## config.mk

```make
export PLATFORM = sky130hd
export DESIGN_NAME = pmic_start_hold_control
export DESIGN_NICKNAME = d
export VERILOG_FILES = /design/src/rtl/pmic_pkg.sv /design/src/rtl/button_filter.sv /design/src/rtl/pmic_start_hold_control.sv
export VERILOG_INCLUDE_DIRS = /design/src /design/src/rtl
export SDC_FILE = /design/constraint.sdc
export NUM_CORES = 1
export LEC_CHECK = 0
export BUFFER_PORTS_ARGS = -buffer_cell sky130_fd_sc_hd__buf_2
export CAP_MARGIN = 20
export CORE_MARGIN = 2
export CORE_UTILIZATION = 40
export CTS_BUF_LIST = sky130_fd_sc_hd__clkbuf_16
export DETAILED_ROUTE_END_ITERATION = 10
export SLEW_MARGIN = 20
export SYNTH_ARGS = -nofsm -noshare
export SYNTH_HDL_FRONTEND = slang
export SYNTH_SLANG_ARGS = --single-unit
```

## constraint.sdc

```tcl
create_clock -name clk -period 6.3 [get_ports clk]
set_input_delay 1.26 -clock clk [delete_from_list [all_inputs] [get_ports clk]]
set_output_delay 1.26 -clock clk [all_outputs]
set_load 0.005 [all_outputs]
```

## src/rtl/pmic_defs.svh

```systemverilog
// Timing counts, rail indices and switching constants of the start and hold control
`ifndef PMIC_DEFS_SVH
`define PMIC_DEFS_SVH

// ****************************************
// Clock
// ****************************************
`define CLK_PERIOD_NS 25
`define CLK_KHZ 40000

// ****************************************
// Times in their own unit and derived cycle counts (least times round up)
// ****************************************
`define DEBOUNCE_NS 20000
`define DEBOUNCE_CYC ((`DEBOUNCE_NS + `CLK_PERIOD_NS - 1) / `CLK_PERIOD_NS)
`define STEP_NS 50000
`define STEP_CYC ((`STEP_NS + `CLK_PERIOD_NS - 1) / `CLK_PERIOD_NS)
`define RESET_DELAY_NS 100000
`define RESET_DELAY_CYC ((`RESET_DELAY_NS + `CLK_PERIOD_NS - 1) / `CLK_PERIOD_NS)
`define WAKE_PULSE_NS 10000
`define WAKE_PULSE_CYC ((`WAKE_PULSE_NS + `CLK_PERIOD_NS - 1) / `CLK_PERIOD_NS)
`define LONG_PRESS_MS 8000
`define IRQ_TIMEOUT_MS 4000
`define CYC_PER_MS (1000000 / `CLK_PERIOD_NS)

// ****************************************
// Switching frequency: nominal and displaced by the offset in per mille
// ****************************************
`define SW_NOM_KHZ 2000
`define SW_OFFSET_PERMILLE 165
`define SW_NOM_CYC (`CLK_KHZ / `SW_NOM_KHZ)
`define SW_UP_CYC ((`CLK_KHZ * 1000) / (`SW_NOM_KHZ * (1000 + `SW_OFFSET_PERMILLE)))
`define SW_DOWN_CYC ((`CLK_KHZ * 1000) / (`SW_NOM_KHZ * (1000 - `SW_OFFSET_PERMILLE)))

// ****************************************
// Rail indices in start-up order and reset values
// ****************************************
`define RAIL_COUNT 6
`define BUCK_COUNT 4
`define RAIL_BUCK1 0
`define RAIL_BUCK2 1
`define RAIL_BUCK3 2
`define RAIL_FOURTH_SWITCHING_RAIL 3
`define RAIL_LDO1 4
`define RAIL_SECOND_LINEAR_RAIL 5
`define SEQ_LAST 3'h5
`define SEQ_RESET_WAIT 3'h6
`define RAIL_RESET 6'h00

`endif

```

## src/rtl/pmic_pkg.sv

```systemverilog
// Types shared by the start and hold control
package pmic_pkg;
	typedef enum logic [2:0] {var_a, var_b, var_c, var_d, var_e} variant_t;
	typedef enum logic [2:0] {st_off, st_startup, st_run, st_hibernate, st_shutdown} pstate_t;
	typedef enum logic [1:0] {freq_nominal, freq_up, freq_down, freq_spare} freq_sel_t;
endpackage : pmic_pkg

```

## src/rtl/button_filter.sv

```systemverilog
// Debounce filter for the active-low start button input
`timescale 1ns/100ps
`include "pmic_defs.svh"

module button_filter (
	input logic clk,
	input logic nrst,
	input logic level_n,
	output logic pressed
);
	logic [15:0] stable_reg;

	// Count cycles the input has stayed low; any high sample restarts the count
	always_ff @(posedge clk) begin
		if (!nrst) begin
			stable_reg <= 16'h0000;
		end else if (level_n) begin
			stable_reg <= 16'h0000;
		end else if (stable_reg != 16'(`DEBOUNCE_CYC)) begin
			stable_reg <= stable_reg + 16'h0001;
		end
	end

	// Pressed only after more than the debounce interval of continuous low
	always_ff @(posedge clk) begin
		if (!nrst) begin
			pressed <= 1'b0;
		end else begin
			pressed <= !level_n && (stable_reg == 16'(`DEBOUNCE_CYC));
		end
	end
endmodule : button_filter

```

## src/rtl/pmic_start_hold_control.sv

```systemverilog
// Start, power-hold, sequencing and mode control of the power-management device
`timescale 1ns/100ps
`include "pmic_defs.svh"

module pmic_start_hold_control import pmic_pkg::*; #(
	parameter int unsigned LONG_PRESS_CYC = `LONG_PRESS_MS * `CYC_PER_MS,
	parameter int unsigned IRQ_TIMEOUT_CYC = `IRQ_TIMEOUT_MS * `CYC_PER_MS
) (
	input logic clk,
	input logic nrst,
	input logic button_wake_in,
	input logic power_keep_in,
	input logic low_power_request,
	input logic high_perf_request,
	input logic [2:0] otp_variant,
	input logic hpm_unmask,
	input logic cmd_rail4_enable,
	input logic cmd_second_linear_rail_enable,
	input logic [1:0] freq_offset_sel,
	input logic host_irq_ack,
	input logic auto_wake_req,
	input logic [3:0] zero_current_detect,
	output logic wake_event_out,
	output logic wake_event_oe,
	output logic system_reset_out,
	output logic system_reset_oe,
	output logic irq_flag_out,
	output logic irq_flag_oe,
	output logic [5:0] rail_enable,
	output logic [3:0] forced_continuous_mode,
	output logic [3:0] pulse_skip_mode,
	output logic [3:0] low_side_block,
	output logic switch_tick,
	output logic high_perf_active
);
	// ****************************************
	// State
	// ****************************************
	pstate_t state_reg, state_next;
	variant_t variant_reg;
	logic otp_loaded_reg;
	logic pressed;
	logic pressed_d_reg;
	logic keep_d_reg;
	logic [2:0] seq_reg;
	logic [31:0] tmr_reg;
	logic [31:0] long_cnt_reg;
	logic [31:0] irq_cnt_reg;
	logic [15:0] wake_cnt_reg;
	logic [4:0] sw_cnt_reg;
	logic [5:0] startup_mask;
	logic [5:0] hib_mask;
	logic [5:0] cmd_mask;
	logic [5:0] rail_next;
	logic press_edge;
	logic tmr_done;
	logic long_expired;
	logic irq_expired;
	logic continuous;
	logic [4:0] sw_period;

	button_filter u_filter (
		.clk(clk),
		.nrst(nrst),
		.level_n(button_wake_in),
		.pressed(pressed)
	);

	assign press_edge = pressed && !pressed_d_reg;
	assign tmr_done = (seq_reg == `SEQ_RESET_WAIT && state_reg == st_startup) ?
		(tmr_reg == 32'(`RESET_DELAY_CYC - 1)) : (tmr_reg == 32'(`STEP_CYC - 1));
	assign long_expired = long_cnt_reg == 32'(LONG_PRESS_CYC - 1);
	assign irq_expired = irq_cnt_reg == 32'(IRQ_TIMEOUT_CYC - 1);

	// ****************************************
	// Variant defaults from one-time memory
	// ****************************************

	// Latch the variant once, on the first edge after reset release
	always_ff @(posedge clk) begin
		if (!nrst) begin
			otp_loaded_reg <= 1'b0;
			variant_reg <= var_a;
		end else if (!otp_loaded_reg) begin
			otp_loaded_reg <= 1'b1;
			variant_reg <= variant_t'(otp_variant);
		end
	end

	// Per-variant rail masks for start-up, hibernate and command enables
	always_comb begin
		startup_mask = 6'h3f;
		hib_mask = 6'h02;
		cmd_mask = {cmd_second_linear_rail_enable, 5'h00};
		case (variant_reg)
			var_a: begin
				startup_mask = 6'h17;
				cmd_mask[`RAIL_FOURTH_SWITCHING_RAIL] = cmd_rail4_enable;
			end
			var_b: startup_mask = 6'h1f;
			var_c: begin
				startup_mask = 6'h1f;
				hib_mask = 6'h0a;
			end
			var_d: startup_mask = 6'h3f;
			var_e: begin
				startup_mask = 6'h17;
				cmd_mask[`RAIL_FOURTH_SWITCHING_RAIL] = cmd_rail4_enable;
			end
			default: startup_mask = 6'h17;
		endcase
	end

	// ****************************************
	// Power state machine
	// ****************************************

	// Next state from button, power hold and timers
	always_comb begin
		state_next = state_reg;
		case (state_reg)
			st_off: begin
				if (otp_loaded_reg && (press_edge || (power_keep_in && !keep_d_reg))) begin
					state_next = st_startup;
				end
			end
			st_startup: begin
				if (seq_reg == `SEQ_RESET_WAIT && tmr_done) begin
					state_next = power_keep_in ? st_run : st_shutdown;
				end
			end
			st_run: begin
				if (!power_keep_in) begin
					state_next = low_power_request ? st_hibernate : st_shutdown;
				end else if (long_expired || irq_expired) begin
					state_next = st_shutdown;
				end
			end
			st_hibernate: begin
				if (power_keep_in) begin
					state_next = st_startup;
				end else if (!low_power_request) begin
					state_next = st_shutdown;
				end
			end
			st_shutdown: begin
				if (tmr_done) begin
					state_next = st_off;
				end
			end
			default: state_next = st_off;
		endcase
	end

	// State register and edge history
	always_ff @(posedge clk) begin
		if (!nrst) begin
			state_reg <= st_off;
			pressed_d_reg <= 1'b0;
			keep_d_reg <= 1'b0;
		end else begin
			state_reg <= state_next;
			pressed_d_reg <= pressed;
			keep_d_reg <= power_keep_in;
		end
	end

	// Sequence step and step timer
	always_ff @(posedge clk) begin
		if (!nrst) begin
			seq_reg <= 3'h0;
			tmr_reg <= 32'h0000_0000;
		end else if (state_next != state_reg) begin
			seq_reg <= 3'h0;
			tmr_reg <= 32'h0000_0000;
		end else if (state_reg == st_startup || state_reg == st_shutdown) begin
			if (tmr_done) begin
				tmr_reg <= 32'h0000_0000;
				seq_reg <= (seq_reg == `SEQ_RESET_WAIT) ? seq_reg : seq_reg + 3'h1;
			end else begin
				tmr_reg <= tmr_reg + 32'h0000_0001;
			end
		end
	end

	// Long-press and interrupt time-out counters, run only
	always_ff @(posedge clk) begin
		if (!nrst || state_reg != st_run) begin
			long_cnt_reg <= 32'h0000_0000;
			irq_cnt_reg <= 32'h0000_0000;
		end else begin
			long_cnt_reg <= pressed ? long_cnt_reg + 32'h0000_0001 : 32'h0000_0000;
			irq_cnt_reg <= (irq_flag_oe && !host_irq_ack) ? irq_cnt_reg + 32'h0000_0001 : 32'h0000_0000;
		end
	end

	// ****************************************
	// Host pins: all open drain, pin level always low when enabled
	// ****************************************

	// No serial clock pin here: the serial side only listens and never holds the clock

	// Wake pin mirrors the filtered button, or carries the automatic pulse
	always_ff @(posedge clk) begin
		if (!nrst) begin
			wake_cnt_reg <= 16'h0000;
			wake_event_oe <= 1'b0;
			wake_event_out <= 1'b0;
			system_reset_oe <= 1'b0;
			system_reset_out <= 1'b0;
			irq_flag_out <= 1'b0;
		end else begin
			wake_cnt_reg <= auto_wake_req ? 16'(`WAKE_PULSE_CYC) :
				(wake_cnt_reg != 16'h0000 ? wake_cnt_reg - 16'h0001 : 16'h0000);
			wake_event_oe <= pressed || (wake_cnt_reg != 16'h0000);
			wake_event_out <= 1'b0;
			system_reset_oe <= state_next != st_run;
			system_reset_out <= 1'b0;
			irq_flag_out <= 1'b0;
		end
	end

	// Button interrupt: a new press in run sets it, host acknowledge clears, set wins
	always_ff @(posedge clk) begin
		if (!nrst) begin
			irq_flag_oe <= 1'b0;
		end else if (state_reg == st_run && press_edge) begin
			irq_flag_oe <= 1'b1;
		end else if (host_irq_ack || state_reg != st_run) begin
			irq_flag_oe <= 1'b0;
		end
	end

	// ****************************************
	// Rails and switching modes
	// ****************************************
	genvar gi;
	generate
		for (gi = 0; gi < `RAIL_COUNT; gi = gi + 1) begin : g_rail
			// Rail on per state, start-up step and variant mask
			always_comb begin
				case (state_reg)
					st_startup: rail_next[gi] = startup_mask[gi] && (seq_reg >= 3'(gi));
					st_run: rail_next[gi] = startup_mask[gi] || cmd_mask[gi];
					st_hibernate: rail_next[gi] = hib_mask[gi] || cmd_mask[gi];
					default: rail_next[gi] = 1'b0;
				endcase
			end
		end
		for (gi = 0; gi < `BUCK_COUNT; gi = gi + 1) begin : g_buck
			// Continuous allows negative current; skipping blocks it on zero crossing
			always_ff @(posedge clk) begin
				if (!nrst) begin
					forced_continuous_mode[gi] <= 1'b0;
					pulse_skip_mode[gi] <= 1'b0;
					low_side_block[gi] <= 1'b0;
				end else begin
					forced_continuous_mode[gi] <= rail_next[gi] && continuous;
					pulse_skip_mode[gi] <= rail_next[gi] && !continuous;
					low_side_block[gi] <= rail_next[gi] && !continuous && zero_current_detect[gi];
				end
			end
		end
	endgenerate

	assign continuous = (state_next == st_run) && !low_power_request;

	// Rail enables and performance mode; performance input masked until unmasked
	always_ff @(posedge clk) begin
		if (!nrst) begin
			rail_enable <= `RAIL_RESET;
			high_perf_active <= 1'b0;
		end else begin
			rail_enable <= rail_next;
			high_perf_active <= continuous && hpm_unmask && high_perf_request;
		end
	end

	// Switching tick: nominal period or displaced by the selected offset
	always_comb begin
		case (freq_sel_t'(freq_offset_sel))
			freq_up: sw_period = 5'(`SW_UP_CYC);
			freq_down: sw_period = 5'(`SW_DOWN_CYC);
			default: sw_period = 5'(`SW_NOM_CYC);
		endcase
	end

	always_ff @(posedge clk) begin
		if (!nrst) begin
			sw_cnt_reg <= 5'h00;
			switch_tick <= 1'b0;
		end else if (sw_cnt_reg >= sw_period - 5'h01) begin
			sw_cnt_reg <= 5'h00;
			switch_tick <= |forced_continuous_mode;
		end else begin
			sw_cnt_reg <= sw_cnt_reg + 5'h01;
			switch_tick <= 1'b0;
		end
	end
endmodule : pmic_start_hold_control

```

Word level (Yosys, flattened, before mapping)

Index checks and enable logic that the tools add are counted.

Flip-flop bits (word level): 169
Input bits: 20
Output and inout port bits: 26

Add/subtract/negate cells: 8
Order comparisons: 7
Equality and inequality tests: 21
Muxes and demuxes: 27
Bitwise gates (word level): 5
Reductions and logical operators: 61

Operators with widths:

| operator                                                                  | count |
|---|---|
| 32-bit by 1-bit adder with 32-bit output, second input constant           | 3 |
| 32-bit by 11-bit == test with 1-bit output, second input constant         | 1 |
| 32-bit by 12-bit == test with 1-bit output, second input constant         | 1 |
| 32-bit by 28-bit == test with 1-bit output, second input constant         | 1 |
| 32-bit by 29-bit == test with 1-bit output, second input constant         | 1 |
| 32-bit 2-to-1 mux                                                         | 1 |
| 1-bit logical AND                                                         | 29 |
| 3-bit 2-to-1 mux                                                          | 9 |
| 9-bit 2-to-1 mux                                                          | 2 |
| 1-bit one-hot mux with 3 select lines                                     | 6 |
| 16-bit by 1-bit adder with 16-bit output, second input constant           | 1 |
| 16-bit by 10-bit == test with 1-bit output, second input constant         | 1 |
| 16-bit by 10-bit inequality test with 1-bit output, second input constant | 1 |
| 16-bit nonzero test                                                       | 1 |
| 16-bit by 1-bit subtractor with 16-bit output, second input constant      | 1 |
| 3-bit by 2-bit == test with 1-bit output, second input constant           | 5 |
| 3-bit one-hot mux with 5 select lines                                     | 1 |
| 2-bit OR reduction                                                        | 7 |
| 6-bit one-hot mux with 2 select lines                                     | 1 |
| 3-bit == test, second input constant                                      | 3 |
| 1-bit logical OR                                                          | 9 |
| 1-bit logical NOT                                                         | 7 |
| 3-bit by 1-bit == test with 1-bit output, second input constant           | 2 |
| 3-bit by 1-bit >= comparator with 1-bit output, second input constant     | 2 |
| other kinds (21)                                                          | 33 |

Depth between registers and ports, before layout

Depth after elaboration: 11
Mapped depth: 9
Mapped depth without buffers: 9

By module

Synthesis repeated with hierarchy kept, for this count alone.

Cells, all modules: 861
Area total of the unflattened synthesis: 7477.2 µm²

Modules (own cells, without submodules):

| module                  | times used | cells each | area an instance (µm²) | seq. area each (µm²) |
|---|---|---|---|---|
| pmic_start_hold_control | 1          | 772        | 6676.4                 | 3042.9 |
| button_filter           | 1          | 89         | 800.8                  | 340.3 |

Least setup slack after synthesis

No wires, ideal clock.

Path kind: input to register
Start point: input port freq_offset_sel[0]
End point: register sw_cnt_reg[2]
Arrival: 2.636 ns
Required time: 6.235 ns
Slack: 3.599 ns
Stages on the path: 9
Path buffers: 0
Cells stage by stage: inv_1 > ha_1 > ha_1 > nand2b_1 > a21oi_1 > nor2b_1 > o31ai_1 > nand2_1 > nor2_1

Cells in the longest elaborated chain, start to end: 5
Elaborated cells on any way between the ends: 6
Classes of those cells: add/sub (1); order compare (1); eq/ne (2); mux (1); reduce/logical (1)

Ends and longest elaborated chain:

| element                                                                          | RTL line                       | RTL |
|---|---|---|
| start, declared                                                                  | pmic_start_hold_control.sv:19  | `input logic [1:0] freq_offset_sel,` |
| 2-bit == test / 2-bit by 1-bit == test with 1-bit output (equally long branches) | pmic_start_hold_control.sv:281 | `case (freq_sel_t'(freq_offset_sel))` |
| 3-bit one-hot mux with 2 select lines *                                          | pmic_start_hold_control.sv:281 |  |
| 5-bit by 1-bit subtractor with 5-bit output *                                    | pmic_start_hold_control.sv:292 | `end else if (sw_cnt_reg >= sw_period - 5'h01) begin` |
| 5-bit >= comparator *                                                            | pmic_start_hold_control.sv:292 |  |
| 2-bit OR reduction (no line) *                                                   | n/a                            |  |
| end signal, assigned                                                             | pmic_start_hold_control.sv:296 | `sw_cnt_reg <= sw_cnt_reg + 5'h01;` |
| end, declared                                                                    | pmic_start_hold_control.sv:50  | `logic [4:0] sw_cnt_reg;` |

Every way passes the cells marked *; elsewhere a longest branch is shown, timed or not.
A chain may end at the register's enable or synchronous reset.

Worst setup path after layout

Start point: register tmr_reg[12]
End point: register seq_reg[1]

Cells in the longest elaborated chain, start to end: 7
Elaborated cells on any way between the ends: 10
Classes of those cells: eq/ne (3); mux (4); reduce/logical (3)

Ends and longest elaborated chain:

| element                                                                                                         | RTL line                       | RTL |
|---|---|---|
| start, declared                                                                                                 | pmic_start_hold_control.sv:46  | `logic [31:0] tmr_reg;` |
| start signal, assigned                                                                                          | pmic_start_hold_control.sv:181 | `tmr_reg <= tmr_reg + 32'h0000_0001;` |
| 32-bit by 11-bit == test with 1-bit output / 32-bit by 12-bit == test with 1-bit output (equally long branches) | pmic_start_hold_control.sv:71  | `` (tmr_reg == 32'(`RESET_DELAY_CYC - 1)) : (tmr_reg == 32'(`STEP_CYC - 1)); `` |
| 1-bit 2-to-1 mux *                                                                                              | pmic_start_hold_control.sv:70  | `` assign tmr_done = (seq_reg == `SEQ_RESET_WAIT && state_reg == st_startup) ? `` |
| 1-bit logical AND                                                                                               | pmic_start_hold_control.sv:128 | `` if (seq_reg == `SEQ_RESET_WAIT && tmr_done) begin `` |
| 3-bit 2-to-1 mux                                                                                                | pmic_start_hold_control.sv:128 |  |
| 3-bit one-hot mux with 5 select lines                                                                           | pmic_start_hold_control.sv:121 | `case (state_reg)` |
| 3-bit inequality test                                                                                           | pmic_start_hold_control.sv:173 | `end else if (state_next != state_reg) begin` |
| 2-bit OR reduction (no line)                                                                                    | n/a                            |  |
| end signal, assigned                                                                                            | pmic_start_hold_control.sv:179 | `` seq_reg <= (seq_reg == `SEQ_RESET_WAIT) ? seq_reg : seq_reg + 3'h1; `` |
| end, declared                                                                                                   | pmic_start_hold_control.sv:45  | `logic [2:0] seq_reg;` |

Marked as above.

==> impl_summary.md <==
Final layout
The total of fill cells in the finished design is 1815. Compared with the post-synthesis result, the final layout area differs by 12.8%. 0 antenna diodes ended up in the layout. The share of cells above drive strength 1 is 13.1%. After the last flow step, the layout net total stands at 939. The finished layout holds 1149 standard cells, fillers aside.

Synthesis
Yosys mapped a number of flops with a built-in enable equal to 0. The mux cell area share after synthesis is 0.394%. The count of warnings emitted by yosys is 0. In this run the biggest area consumer among cell types represents 44.4% of the synthesized area.

The average instance in the mapped netlist occupies 8.83 sq um. Ranked by instance count, the synthesized netlist is headed by 169 x dfxtp_1, 130 x nor2_1, 63 x nand2_1. The top flip-flop cell by instance count after synthesis is dfxtp_1. In the post-synthesis netlist, the cell with the most instances is dfxtp_1.

Synthesis inferred 169 register bits. The post-synthesis share of cell area spent on xor and xnor gates is 12.8%. The synthesized-area fraction occupied by adder cells is 2.79%. Of the total synthesized cell area, the portion taken by AND, OR, NAND and NOR gates is 30.0%. After synthesis the cells add up to 7620 sq um. The cell taking the most area after synthesis is dfxtp_1. The synthesized instance count is 863.

Summing the areas of all compound-gate instances in the mapped netlist gives 5.98% of the synthesized area. The proportion of synthesized flip-flops having asynchronous set or reset is 0%. The sequential element share of the synthesized area is 44.4%. In this run, distinct cell masters in the synthesized netlist total 58.

By area, the combinational part of the netlist is dominated by simple AND/OR/NAND/NOR gates. Ranked by total cell area, the synthesized netlist is headed by dfxtp_1 44%, xor2_1 7.0%, nor2_1 6.4%, xnor2_1 5.7%, nand2_1 3.1%.

Drt
The total via count after detailed routing is 5710. The total DRC errors in the routed layout is 0. Dividing the detail-routed wire length by the instance count gives 12.7 um. Detailed routing placed a total of 469 um of wire on met3. In this run, the number of DRC markers left after iteration 0 of detailed routing was 296.

The routed via count divided by cell count is 4.97. The final layout contains routed wiring with a total length of 14.6 mm. The routed wire length on met2 is 6.35 mm. The sum of routed wire segments on met1 is 7.57 mm.

The total iterations of the first detailed-routing run is 4. The count of nets left with antenna violations once routing finished came out at 0. Routed signal wires occupy layers up through met4.

Floorplanning
The floorplan step defined a die boundary enclosing 20200 sq um. The y dimension of the die is 142 um. The core area is 18700 sq um. Once the floorplan was initialized, standard cells occupied 40.7% of the core. The floorplan die width is 142 um.

The number of placement rows is 50. The I/O pin count is 46.

Place
The wire-length estimate of the detail-placed layout is 10.0 mm. The routability congestion estimate is 0.762. The number of input and output port buffers inserted is 42. The count of placed standard cells including taps is 1117.

GRT
The total routing usage reported by global routing is 15.2%. For this run the aggregate overflow at the end of global routing stands at 0. The initial antenna violation count came to 0.

Entering global routing, the biggest net connects 36 pins. The via count of the first global-routing pass is 5465. The first global-routing pass estimated 25.2 mm of wire.

Timing
Setup repair after global routing left no endpoint under its margin. Across all hold checks on the routed design, the worst slack comes to 459 ps. The number of setup violations in the final report is 0.

The clock skew is 9.67 ps. The number of slew-limit violations in the final report is 0. The final cycle utilization of the critical path is 42.3%.

The worst path in the final design needs a cycle of 2670 ps, including I/O delays and setup. The final hold violation count is 0. The relative slew slack is 46.4%. The setup TNS is 0 ps. At the pin with the least slew margin, the transition time is 797 ps.

For this run, the top clock speed supported by timing is 375 MHz.

Power
For this design the static power due to leakage is 0.00300 uW. Internal power comes to 1810 uW. IR analysis of the VDD net gives a maximum drop of 0.163 mV.

The total power draw is 2340 uW. The switching part of the total power is 22.5%. Per report_power, the combinational group accounts for 6.1% of the total. The analysis attributes to net switching a power of 525 uW.

The part of the total power dissipated in the clock network is 46.1%. The sequential group share of total power is 47.7%. The ratio of total power to cell area is 272 nW/um^2.

Clock network
In this run the deepest clock path goes through 2 buffers. The count of hold buffers inserted by post-cts repair is 0. The number of gates resized after CTS is 0. The later pin in the worst-skew pair is clocked with a latency of 430 ps. The post-CTS clock slew at the launch and capture registers of the worst setup and hold paths is 60 ps. The clock tree root buffer cell is clkbuf_16. The tree built by TritonCTS fans out to 169 sinks. The TritonCTS clock tree is built.

The number of post-CTS setup repair buffers is 0. In this run the number of H-tree levels came out at 4. The number of clock buffers added by TritonCTS is 17.

Setup path
Traced cell by cell, the critical path runs through nor4_1 -> nand4_1 -> a211oi_2 -> and2_1 -> and3_1 -> a2111oi_1. Data on the critical path arrives at its endpoint at 2950 ps. In this run the critical register-to-register path is launched from tmr_reg[12]. On the critical path, the stage with the largest delay is an instance of and2_1. Counting both buffers and inverters, the worst setup path holds a total of 0.

The family with the most delay on the worst path is simple AND/OR/NAND/NOR gates. The delay of the slowest critical-path stage is 560 ps. The critical path in this run is classified as reg2reg. Of all nets on the critical path, the largest fanout is 11. The critical path starts at tmr_reg[12]. The required time of the critical path is 6590 ps. The worst setup path is captured at a flip-flop. STA classifies the critical path startpoint as a flip-flop.

Flow run
The number of maximum-capacitance constraint violations is 0.

Min path
In this run the most critical hold path is launched from pressed_d_reg. The type of the most critical hold path is reg2reg.

Outcome
The flow ran to the end, and the final reports show no timing, DRC or antenna violations.
power groups by stage:
| stage | registers [uW] | clock network, uW | logic [uW] |
|---|---|---|---|
| after floorplan | 1130 | 0 | 120 |
| after global placement | 1140 | 0 | 144 |
| after detailed placement | 1140 | 0 | 145 |
| after CTS | 1110 | 1110 | 146 |
| after global routing | 1120 | 1150 | 164 |
| final | 1110 | 1080 | 144 |
final timing paths:
path / to / slack [ps] / cells after the start
setup / recovery: seq_reg[1] / 3630 / 6
hold / removal: irq_flag_oe / 460 / 1
setup reg to reg: seq_reg[1] / 3630 / 6
hold reg to reg: irq_flag_oe / 460 / 1
metrics by stage:
step | worst slack [ps] | utilization, % | area (sq um)
after floorplan | 3600 | - | 7630
after global placement | 3290 | 42.7 | 7990
after detailed placement | 3230 | 42.7 | 7990
after CTS | 3620 | 46.0 | 8600
after global routing | 3360 | 46.0 | 8600
final | 3630 | 46.0 | 8600
layer usage:
layer | vias to the layer above | GRT usage (%)
li1 | 3022 | -
met1 | 2610 | 20.5
met2 | 66 | 23.5
met3 | 12 | 3.77
met4 | 0 | 5.53
met5 | - | 0
cell type report:
class	count	area [sq um]	area share (%)
Multi-Input combinational cell	638	3970	46.2
Clock buffer	17	425	4.95
Sequential cell	169	3380	39.4
Timing Repair Buffer	44	225	2.62
Clock inverter	15	183	2.12
Tap cell	234	293	3.41
Inverter	32	120	1.40
layout by cell type, fill, tap and decap left out, types with 5 or more instances in the layout:
master,n
a21oi_1,27
and2_1,9
and3_1,21
and4_1,11
buf_2,42
clkbuf_16,17
dfxtp_1,169
ha_1,17
inv_1,34
nand2_1,63
nand2b_1,5
nand3_1,40
nand4_1,29
nor2_1,130
nor2_2,22
nor2b_1,6
nor3_1,20
nor3_2,10
nor4_1,18
o21ai_0,26
or2_2,5
or3_1,15
or4_1,5
xnor2_1,50
xor2_1,61
logic make-up (layout without fill, tap and decap cells):
kind of cell / after synthesis / after routing
AND/OR/NAND/NOR: 431 / 431
multiplexers: 3 / 3
AO/OA/AOI/OAI: 73 / 73
flip-flops: 169 / 169
adder cells (fa/ha/maj): 17 / 17
buffers and inverters: 58 / 108
other: 1 / 3
XOR/XNOR: 111 / 111
Power figures use the tool's default switching activity.
